`src/pacd_map.svh`:
```
// Purpose: addresses, bit positions, reset values and counts of the PHY register bank
// Assumes: byte addresses on an 8-bit register port
// Notes: definitions only
`ifndef PACD_MAP_SVH
`define PACD_MAP_SVH

`define PACD_ADDR_ADV 8'hec
`define PACD_ADDR_LPA 8'hee
`define PACD_ADDR_RSVD_LO 8'hf0
`define PACD_ADDR_RSVD_HI 8'hf3
`define PACD_ADDR_SCD 8'hf4
`define PACD_ADDR_PCTL 8'hf6
`define PACD_ADDR_PSTAT 8'hf8
`define PACD_ADDR_INT_STAT 8'h80
`define PACD_ADDR_INT_MASK 8'h82

`define PACD_ADV_PAUSE_BIT 10
`define PACD_ADV_HI_BIT 8
`define PACD_ADV_LO_BIT 5
`define PACD_ADV_RESET 5'h1f
`define PACD_ADV_SELECTOR 5'h01
`define PACD_LPA_LOW 5'h01

`define PACD_SCD_RES_HI 14
`define PACD_SCD_RES_LO 13
`define PACD_SCD_START_BIT 12
`define PACD_SCD_FLINK_BIT 11
`define PACD_SCD_RLB_BIT 9
`define PACD_SCD_CNT_HI 8

`define PACD_INT_DONE_BIT 0
`define PACD_INT_LPA_BIT 1
`define PACD_INT_W 2

`define PACD_TEST_TIMEOUT 65536

`endif

```
`src/pacd_pkg.sv`:
```
// Purpose: types shared by the PHY register bank and its cable test sequencer
// Assumes: nothing
// Notes: constants live in pacd_map.svh
package pacd_pkg;

    typedef logic [4:0] pacd_abil_t;

    typedef enum logic [0:0] {
        PACD_IDLE = 1'b0,
        PACD_RUN = 1'b1
    } pacd_state_e;

    typedef enum logic [1:0] {
        PACD_RES_OK = 2'b00,
        PACD_RES_OPEN = 2'b01,
        PACD_RES_SHORT = 2'b10,
        PACD_RES_FAIL = 2'b11
    } pacd_result_e;

endpackage : pacd_pkg

```
`src/pacd_diag_if.sv`:
```
// Purpose: carries start, progress and outcome between the bank and the cable test sequencer
// Assumes: single clock
// Notes: start and done are one-cycle pulses
`timescale 1ns/1ps
`default_nettype none
interface pacd_diag_if;
    logic start;
    logic done;
    logic busy;
    logic [1:0] result;
    logic [8:0] count;

    modport ctl (output start, input done, input busy, input result, input count);
    modport seq (input start, output done, output busy, output result, output count);
endinterface : pacd_diag_if
`default_nettype wire

```
`src/pacd_regs.sv`:
```
// Purpose: advertisement, partner ability and special control/cable diagnostic registers
// Assumes: plain register port, read data one cycle after the read strobe
// Notes: port control and port status registers live elsewhere; only the shared bits answer here
//
// How it works
// adv bit 8: 100 full, resets 1
// adv bit 7: 100 half, read/write
// adv bit 6: 10 full, read/write
// adv bit 5: 10 half, resets 1
// adv bits 8..5 shared with port control 3..0
// adv bit 10: pause, resets 1
// partner bit 10 pause, read-only, reset 0
// partner bits 8..5 mirror port status 3..0
// result field 14..13 encodes cable outcome
// writing bit 12 starts test, self-clears
// bit 12 low means results valid
// bit 9 enables remote loopback, reset 0
// bits 8..0 read-only fault distance count
// addresses 0xf0..0xf3 reserved, no function
// outcome held until next test completes
//
// Decided for this implementation: the plain strobed port.
`timescale 1ns/1ps
`default_nettype none
`include "pacd_map.svh"
module pacd_regs #(
    parameter int TIMEOUT_CYC = `PACD_TEST_TIMEOUT
) (
    input wire logic sys_clk, // 40 MHz core clock
    input wire logic rstn, // synchronous reset, active low
    input wire logic [7:0] reg_addr, // register byte address
    input wire logic [15:0] reg_wdata, // write data
    input wire logic reg_wr, // write strobe
    input wire logic reg_rd, // read strobe
    output var logic [15:0] reg_rdata, // read data, cycle after reg_rd
    input wire logic [4:0] partner_abil, // partner pause,100f,100h,10f,10h
    output var logic [4:0] adv_abil, // advertised pause,100f,100h,10f,10h
    output var logic remote_loopback, // line rx looped to line tx
    output var logic force_link, // force link bit
    output var logic cable_test_start, // one-cycle start to analog
    input wire logic cable_test_done, // analog test finished pulse
    input wire logic [1:0] cable_test_result, // analog result code
    input wire logic [8:0] cable_test_count, // analog fault count
    output var logic irq // level interrupt, active high
);
    pacd_diag_if diag ();

    pacd_pkg::pacd_abil_t adv_q;
    pacd_pkg::pacd_abil_t adv_d;
    pacd_pkg::pacd_abil_t partner_q;
    logic loop_q;
    logic flink_q;
    logic [`PACD_INT_W-1:0] stat_q;
    logic [`PACD_INT_W-1:0] stat_d;
    logic [`PACD_INT_W-1:0] mask_q;
    logic irq_q;
    logic [15:0] rdata_q;

    // address decode
    wire sel_adv = (reg_addr == `PACD_ADDR_ADV);
    wire sel_lpa = (reg_addr == `PACD_ADDR_LPA);
    wire sel_scd = (reg_addr == `PACD_ADDR_SCD);
    wire sel_pctl = (reg_addr == `PACD_ADDR_PCTL);
    wire sel_pstat = (reg_addr == `PACD_ADDR_PSTAT);
    wire sel_stat = (reg_addr == `PACD_ADDR_INT_STAT);
    wire sel_mask = (reg_addr == `PACD_ADDR_INT_MASK);
    wire sel_rsvd = (reg_addr >= `PACD_ADDR_RSVD_LO) && (reg_addr <= `PACD_ADDR_RSVD_HI);

    wire wr_adv = reg_wr && sel_adv;
    wire wr_pctl = reg_wr && sel_pctl;
    wire wr_scd = reg_wr && sel_scd;
    wire wr_stat = reg_wr && sel_stat;
    wire wr_mask = reg_wr && sel_mask;

    // shared advertisement storage, either address writes it
    wire [4:0] adv_from_adv = {reg_wdata[`PACD_ADV_PAUSE_BIT],
                               reg_wdata[`PACD_ADV_HI_BIT:`PACD_ADV_LO_BIT]};
    wire [4:0] adv_from_pctl = reg_wdata[4:0];
    always_comb begin
        adv_d = adv_q;
        if (wr_adv) begin
            adv_d = adv_from_adv;
        end else if (wr_pctl) begin
            adv_d = adv_from_pctl;
        end
    end

    // cable test start, ignored by the sequencer while a test runs
    assign diag.start = wr_scd && reg_wdata[`PACD_SCD_START_BIT];

    // sticky events: set beats write-one-clear
    wire lpa_chg = (partner_abil != partner_q);
    wire [`PACD_INT_W-1:0] stat_set = {lpa_chg, diag.done};
    wire [`PACD_INT_W-1:0] stat_clr = wr_stat ? reg_wdata[`PACD_INT_W-1:0] : '0;
    assign stat_d = (stat_q & ~stat_clr) | stat_set;
    wire irq_d = |(stat_q & mask_q);

    // read views
    wire [15:0] rd_adv = {5'h00, adv_q[4], 1'b0, adv_q[3:0], `PACD_ADV_SELECTOR};
    wire [15:0] rd_lpa = {5'h00, partner_q[4], 1'b0, partner_q[3:0], `PACD_LPA_LOW};
    wire [15:0] rd_scd = {1'b0, diag.result, diag.busy, flink_q, 1'b0, loop_q,
                          diag.count};
    wire [15:0] rd_pctl = {11'h000, adv_q};
    wire [15:0] rd_pstat = {11'h000, partner_q};
    wire [15:0] rd_stat = {{(16-`PACD_INT_W){1'b0}}, stat_q};
    wire [15:0] rd_mask = {{(16-`PACD_INT_W){1'b0}}, mask_q};
    wire [15:0] rd_mux = sel_adv ? rd_adv :
                         sel_lpa ? rd_lpa :
                         sel_scd ? rd_scd :
                         sel_pctl ? rd_pctl :
                         sel_pstat ? rd_pstat :
                         sel_stat ? rd_stat :
                         sel_mask ? rd_mask :
                         16'h0000;
    wire [15:0] rdata_d = reg_rd ? rd_mux : 16'h0000;

    always_ff @(posedge sys_clk) begin
        if (!rstn) begin
            adv_q <= `PACD_ADV_RESET;
            partner_q <= 5'h00;
            loop_q <= 1'b0;
            flink_q <= 1'b0;
        end else begin
            adv_q <= adv_d;
            partner_q <= partner_abil;
            if (wr_scd) begin
                loop_q <= reg_wdata[`PACD_SCD_RLB_BIT];
                flink_q <= reg_wdata[`PACD_SCD_FLINK_BIT];
            end
        end
    end

    always_ff @(posedge sys_clk) begin
        if (!rstn) begin
            stat_q <= '0;
            mask_q <= '0;
            irq_q <= 1'b0;
            rdata_q <= 16'h0000;
        end else begin
            stat_q <= stat_d;
            if (wr_mask) begin
                mask_q <= reg_wdata[`PACD_INT_W-1:0];
            end
            irq_q <= irq_d;
            rdata_q <= rdata_d;
        end
    end

    pacd_cable_test #(
        .TIMEOUT_CYC(TIMEOUT_CYC)
    ) u_test (
        .sys_clk(sys_clk),
        .rstn(rstn),
        .diag(diag),
        .ana_start(cable_test_start),
        .ana_done(cable_test_done),
        .ana_result(cable_test_result),
        .ana_count(cable_test_count)
    );

    assign reg_rdata = rdata_q;
    assign adv_abil = adv_q;
    assign remote_loopback = loop_q;
    assign force_link = flink_q;
    assign irq = irq_q;
endmodule : pacd_regs
`default_nettype wire

```
`src/pacd_cable_test.sv`:
```
// Purpose: runs one cable diagnostic against the analog side and holds its outcome
// Assumes: ana_done is a one-cycle pulse with result and count valid beside it
// Notes: a test that never answers ends as a failed test after TIMEOUT_CYC cycles
`timescale 1ns/1ps
`default_nettype none
`include "pacd_map.svh"
module pacd_cable_test #(
    parameter int TIMEOUT_CYC = `PACD_TEST_TIMEOUT
) (
    input wire logic sys_clk, // core clock
    input wire logic rstn, // synchronous reset, active low
    pacd_diag_if.seq diag, // link to the register bank
    output var logic ana_start, // one-cycle start pulse to analog
    input wire logic ana_done, // analog test finished
    input wire logic [1:0] ana_result, // analog result code
    input wire logic [8:0] ana_count // analog fault distance count
);
    pacd_pkg::pacd_state_e state_q;
    pacd_pkg::pacd_state_e state_d;
    logic [31:0] tmo_q;
    logic done_q;
    logic [1:0] result_q;
    logic [8:0] count_q;

    wire go = (state_q == pacd_pkg::PACD_IDLE) && diag.start;
    wire timeout = (state_q == pacd_pkg::PACD_RUN) && (tmo_q == 32'(TIMEOUT_CYC - 1));
    wire finish = (state_q == pacd_pkg::PACD_RUN) && (ana_done || timeout);
    wire [31:0] tmo_d = (state_q == pacd_pkg::PACD_RUN) ? tmo_q + 32'd1 : 32'd0;
    wire [1:0] result_d = ana_done ? ana_result : pacd_pkg::PACD_RES_FAIL;
    wire [8:0] count_d = ana_done ? ana_count : 9'h000;

    always_comb begin
        case (state_q)
            pacd_pkg::PACD_IDLE: state_d = go ? pacd_pkg::PACD_RUN : pacd_pkg::PACD_IDLE;
            pacd_pkg::PACD_RUN: state_d = finish ? pacd_pkg::PACD_IDLE : pacd_pkg::PACD_RUN;
            default: state_d = pacd_pkg::PACD_IDLE;
        endcase
    end

    always_ff @(posedge sys_clk) begin
        if (!rstn) begin
            state_q <= pacd_pkg::PACD_IDLE;
            tmo_q <= 32'd0;
            ana_start <= 1'b0;
            done_q <= 1'b0;
        end else begin
            state_q <= state_d;
            tmo_q <= tmo_d;
            ana_start <= go;
            done_q <= finish;
        end
    end

    // outcome held until the next test ends
    always_ff @(posedge sys_clk) begin
        if (!rstn) begin
            result_q <= 2'b00;
            count_q <= 9'h000;
        end else if (finish) begin
            result_q <= result_d;
            count_q <= count_d;
        end
    end

    assign diag.busy = (state_q == pacd_pkg::PACD_RUN);
    assign diag.done = done_q;
    assign diag.result = result_q;
    assign diag.count = count_q;
endmodule : pacd_cable_test
`default_nettype wire

```
`config.mk`:
```
export PLATFORM = sky130hd
export DESIGN_NAME = pacd_regs
export DESIGN_NICKNAME = d
export VERILOG_FILES = /design/src/pacd_pkg.sv /design/src/pacd_diag_if.sv /design/src/pacd_regs.sv /design/src/pacd_cable_test.sv
export VERILOG_INCLUDE_DIRS = /design/src
export SDC_FILE = /design/constraint.sdc
export NUM_CORES = 1
export LEC_CHECK = 0
export BUFFER_PORTS_ARGS = -buffer_cell sky130_fd_sc_hd__buf_4
export CORE_MARGIN = 2
export CORE_UTILIZATION = 40
export CTS_CLUSTER_SIZE = 16
export DETAILED_ROUTE_END_ITERATION = 7
export GPL_ROUTABILITY_DRIVEN = 1
export MAX_ROUTING_LAYER = met4
export PLACE_DENSITY = 0.64
export SLEW_MARGIN = 10
export SYNTH_ARGS = -nofsm -noshare
export SYNTH_HDL_FRONTEND = slang
export SYNTH_HIERARCHICAL = 1
export SYNTH_SLANG_ARGS = --single-unit
```
`constraint.sdc`:
```
create_clock -name sys_clk -period 2.6 [get_ports sys_clk]
set_clock_uncertainty 0.2 [all_clocks]
set_input_delay 0.52 -clock sys_clk [delete_from_list [all_inputs] [get_ports sys_clk]]
set_output_delay 0.52 -clock sys_clk [all_outputs]
set_load 0.01 [all_outputs]
```
# Word-level counts from Yosys, hierarchy flattened
# Cells that the tools add are included.
# word_totals
register_bits,79
input_bits,45
output_inout_bits,25
wordCells,64
# op_classes
addsub,1
eq_ne,9
muxes,15
n_bitwise,7
reduce_logical,16
# op_table
operator,n
equality test 8 bit (second input constant),7
adder 32 x 1 -> 32 bit (second input constant),1
equality test 32 x 16 -> 1 bit (second input constant),1
two-way mux 11 bit,2
two-way mux 5 bit,4
two-way mux 15 bit,1
logical AND 1 bit,9
two-way mux 9 bit,1
two-way mux 2 bit,4
OR reduction 8 bit,1
!= test 5 bit,1
AND 2 bit,2
AND reduction 2 bit,2
OR reduction 4 bit,1
inverter 1 bit,3
two-way mux 1 bit,2
inverter 2 bit,1
OR 2 bit,1
case mux 1 bit (2 select lines),1
nonzero test 2 bit,1
OR reduction 2 bit,1
logical OR 1 bit,1

# Longest topological paths before layout
# depth
ltp_word,8
ltp_mapped,6
mapped_depth_nobuf,5

# Hierarchy
# The synthesis kept the hierarchy.
# by_module_without_submodules
mod,instances,cells_per_inst,area_each_um2
pacd_cable_test,1,260,2294.7
pacd_regs,1,160,1564.0

# Worst setup path after synthesis
# No wires, ideal clock.
# synth_path
path_kind,in2reg
startpoint,in reg_addr[4]
endpoint,reg stat_q[1]
setup_ns,0.125
arrival_ns,1.586
t_required_ns,2.275
path_slack_ns,0.689
stages,4
path_cell_list,or4_4 > nor2_4 > a31oi_1 > o41a_1
# synth_via
elab_chain_cells,6
# synth_lines
element,line,rtl
start: declaration,pacd_regs.sv:31,"input wire logic [7:0] reg_addr,"
equality test 8 bit (no line),--,
logical AND 1 bit,pacd_regs.sv:72,wire wr_stat = reg_wr && sel_stat;
two-way mux 2 bit,pacd_regs.sv:94,wire [`PACD_INT_W-1:0] stat_clr = wr_stat ? reg_wdata[`PACD_INT_W-1:0] : '0;
inverter 2 bit,pacd_regs.sv:95,assign stat_d = (stat_q & ~stat_clr) | stat_set;
AND 2 bit,pacd_regs.sv:95,
OR 2 bit,pacd_regs.sv:95,
end signal: assignment,pacd_regs.sv:140,stat_q <= stat_d;
end: declaration,pacd_regs.sv:53,logic [`PACD_INT_W-1:0] stat_q;
# Every way passes these cells.
# A chain may end at the register's enable or synchronous reset.

# Final worst setup path
# layout_path
startpoint,reg u_test.tmo_q[0]
endpoint,"reg u_test.state_q, in the netlist u_test/diag.busy"
# layout_via
elab_chain_cells,6
# layout_lines
element,line,rtl
start: declaration,pacd_cable_test.sv:20,logic [31:0] tmo_q;
start signal: assignment,pacd_cable_test.sv:48,tmo_q <= tmo_d;
equality test 32 x 16 -> 1 bit,pacd_cable_test.sv:26,wire timeout = (state_q == pacd_pkg::PACD_RUN) && (tmo_q == 32'(TIMEOUT_CYC - 1));
logical AND 1 bit,pacd_cable_test.sv:26,
logical OR 1 bit,pacd_cable_test.sv:27,wire finish = (state_q == pacd_pkg::PACD_RUN) && (ana_done || timeout);
logical AND 1 bit,pacd_cable_test.sv:27,
two-way mux 1 bit,pacd_cable_test.sv:35,pacd_pkg::PACD_RUN: state_d = finish ? pacd_pkg::PACD_IDLE : pacd_pkg::PACD_RUN;
case mux 1 bit (2 select lines),pacd_cable_test.sv:33,case (state_q)
end signal: assignment,pacd_cable_test.sv:42,state_q <= pacd_pkg::PACD_IDLE;
end signal: assignment,pacd_cable_test.sv:47,state_q <= state_d;
end: declaration,pacd_cable_test.sv:18,pacd_pkg::pacd_state_e state_q;
# Every way passes these cells.

==> flow_metrics.env <==
export IMPL_grt_usage_pct=18.62
export IMPL_r2r_setup_slack_ns=0.43
export IMPL_crit_path_max_fanout=16
export IMPL_slew_headroom_pct=49.41
export IMPL_max_freq_mhz=461.7
export IMPL_grt_max_degree=32
export IMPL_first_pass_iters=5
export IMPL_critical_path_required_ns=2.64
export IMPL_synth_flop_cell="dfxtp_1"
export IMPL_power_density_mw_per_mm2=487.0
export IMPL_yosysTopAreaCellShare_pct=40.47
export IMPL_pwr_share_seq_pct=53.6
export IMPL_syn_nets=466
export IMPL_grt_antenna_before_repair=0
export IMPL_status="finished, final reports clean"
export IMPL_clock_root_buffer="clkbuf_8"
export IMPL_worstHoldPathCells=2
export IMPL_layoutNonFillerInstCount=616
export IMPL_rows=35
export IMPL_cts_hold_buf=0
export IMPL_drt_initial_drc_count=138
export IMPL_setup_tns_ns=0
export IMPL_rr_worst_depth=6
export IMPL_final_antenna_net_count=0
export IMPL_place_gp_congestion=0.8512
export IMPL_cp_depth=6
export IMPL_grt_overflow_total=0
export IMPL_yosysWarnings=6
export IMPL_fin_crit_ns=2.166
export IMPL_synth_top_area_cell="dfxtp_1"
export IMPL_netlist_area_mm2=0.003859
export IMPL_dieArea_mm2=0.01045
export IMPL_arrival_ns=2.21
export IMPL_wirelength_um=9164
export IMPL_rsz0062_at_grt="no"
export IMPL_n_antenna_cell=0
export IMPL_slowest_delay_ns=0.37
export IMPL_cp_slowest_cell="dfxtp_1"
export IMPL_io_buffer_count=65
export IMPL_viasPerCell=5.375
export IMPL_drive_gt1_share_pct=23.82
export IMPL_yosysSeqAreaShare_pct=40.47
export IMPL_cp_num_buf_inv=1
export IMPL_clk_latency_ns=0.34
export IMPL_clk_pin_slew_ns=0.09
export IMPL_slew_viol_final=0
export IMPL_clock_power_share_pct=40.5
export IMPL_netSwitchingPower_mw=0.5314
export IMPL_vdd_drop_max_mv=0.3569
export IMPL_worst_slew_pin_slew_ns=0.7570
export IMPL_synth_seq_cells=78
export IMPL_synth_edf_count=0
export IMPL_pwr_share_comb_pct=5.9
export IMPL_wl_per_cell_um=14.88
export IMPL_synth_avg_cell_area_um2=9.187
export IMPL_num_vias=3311
export IMPL_path_cells="ha_1, and4_1, nand4_4, nor4_4, buf_4, o21bai_1"
export IMPL_p_leak_nw=1.642
export IMPL_hp_class="primary input to flop"
export IMPL_synthArstFlopShare_pct=0
export IMPL_area_growth_pct=19.65
export IMPL_placed_cells=600
export IMPL_netlist_instances=420
export IMPL_yosysUniqueCellTypes=66
export IMPL_cts_setup_buffers=0
export IMPL_swShare_pct=23.64
export IMPL_hpwl_um=6613
export IMPL_finalHoldViolCount=0
export IMPL_core_area_mm2=0.009284
export IMPL_fin_crit_sh_pct=83.31
export IMPL_drc=0
export IMPL_die_height_um=102.2
export IMPL_finalNetCount=528
export IMPL_cts_made_buffers=9
export IMPL_cts_tree="built"
export IMPL_cts_max_path_buffers=2
export IMPL_placed_area_mm2=0.004419
export IMPL_clkSinkCount=78
export IMPL_netlist_top_cells_area="dfxtp_1 40%, mux2i_1 4.9%, nand2_1 3.6%"
export IMPL_die_w_um=102.2
export IMPL_crit_type="flop to flop"
export IMPL_post_cts_resized=0
export IMPL_utilization_pct=49.73
export IMPL_cp_end_kind="flop"
export IMPL_fin_area_mm2=0.004617
export IMPL_setup_viol_count_final=0
export IMPL_htree_levels=3
export IMPL_start_util_pct=41.56
export IMPL_cpLargestDelayFamily="simple AND/OR/NAND/NOR gates"
export IMPL_fin_total_pwr_mw=2.248
export IMPL_maxCapViolCount=0
export IMPL_grt_pass1_vias=3110
export IMPL_grt_pass1_wl_um=14860
export IMPL_critPathLaunchType="flop"
export IMPL_ios=70
export IMPL_p_int_mw=1.717
==> cells in the mapped netlist, types with 6 or more instances <==
cell and number:
dfxtp_1 78, and2_1 14, a21oi_1 14, inv_1 21, nand3b_1 13, nand2b_1 9
clkbuf_1 9, a31oi_1 6, mux2i_1 19, nor2b_1 6, nand4_1 10, o21ai_0 21
nor2_1 18, nand3_1 20, nand2_1 37, o2bb2ai_1 10, xor2_1 11
==> stage by stage <==
step / hold slack, ns / setup WS, ns
2_1_floorplan: 0.2178 / 0.6890
3_3_place_gp: 0.2381 / 0.4649
3_5_place_dp: 0.2592 / 0.4336
4_1_cts: 0.1855 / 0.4328
5_1_grt: 0.1858 / 0.2800
6_report: 0.1983 / 0.4340
==> worst reg2reg max path, cell delays in order (launching register included) <==
cell	delay [ns]
dfxtp_1	0.37
ha_1	0.22
and4_1	0.36
nand4_4	0.28
nor4_4	0.30
buf_4	0.25
o21bai_1	0.09
==> final timing paths <==
check,startpoint,endpoint
worst max register to register,u_test/tmo_q[0]$_SDFF_PN0_,u_test/diag.busy$_SDFF_PN0_
worst min register to register,u_test/diag.done$_SDFF_PN0_,stat_q[0]$_SDFF_PN0_
worst max-delay path,u_test/tmo_q[0]$_SDFF_PN0_,u_test/diag.busy$_SDFF_PN0_
worst min-delay path,partner_abil[0],partner_q[0]$_SDFF_PN0_
==> metal layers <==
layer / GRT usage [%] / share of wire (%) / vias to the layer above
li1: - / - / 1640
met2: 29.91 / 49 / 89
met4: 5.949 / 1.4 / 0
met5: - / 0 / -
met3: 3.146 / 4.4 / 15
met1: 23.97 / 45 / 1567
==> power by group through the flow <==
| stage | registers (mW) | logic, mW | clock network (mW) |
|---|---|---|---|
| finish | 1.20 | 0.133 | 0.911 |
| global route | 1.21 | 0.145 | 0.978 |
| CTS | 1.20 | 0.133 | 0.933 |
| detailed placement | 1.23 | 0.133 | 0 |
| global placement | 1.23 | 0.131 | 0 |
| floorplan | 1.23 | 0.0625 | 0 |
==> placed cells by master, fill, tap and decap left out, types with 6 or more instances in the layout <==
cell type | Yosys | routed
nand4_1 | 10 | 10
a31oi_1 | 6 | 6
and2_1 | 14 | 14
clkbuf_8 | 0 | 9
buf_4 | 3 | 72
nand3_1 | 20 | 20
a21oi_1 | 14 | 14
nand2b_1 | 9 | 9
dfxtp_1 | 78 | 78
o2bb2ai_1 | 10 | 10
nand3b_1 | 13 | 13
nand2_1 | 37 | 37
mux2i_1 | 19 | 19
nor2_1 | 18 | 18
inv_1 | 21 | 21
nor2b_1 | 6 | 6
xor2_1 | 11 | 11
o21ai_0 | 21 | 21
==> kinds of logic after synthesis <==
group / after synthesis / synth area share [%]
xor+xnor: 16 / 3.632
compound gates: 84 / 15.43
buf+inv: 42 / 5.707
fa+ha+maj: 1 / 0.3242
mux: 19 / 4.929
flops: 78 / 40.47
other cells: 1 / 0.09718
simple gates: 179 / 29.41
==> sequential cells by signal, summed over array words and instances (netlist names) <==
signal / cells
adv_abil: 5
force_link: 1
irq: 1
mask_q: 2
partner_q: 5
reg_rdata: 15
remote_loopback: 1
stat_q: 2
u_test/ana_start: 1
u_test/diag.busy: 1
u_test/diag.count: 9
u_test/diag.done: 1
u_test/diag.result: 2
u_test/tmo_q: 32
==> cell type report <==
class | instances | area [um^2]
clock buffers | 9 | 123.9
clock inverters | 7 | 73.82
fillers | 922 | 4667
inverters | 21 | 78.83
multi-input cells | 300 | 2077
flip-flops and latches | 78 | 1562
well taps | 129 | 161.4
repair buffers | 72 | 540.5
(Power assumes the default switching activity.)
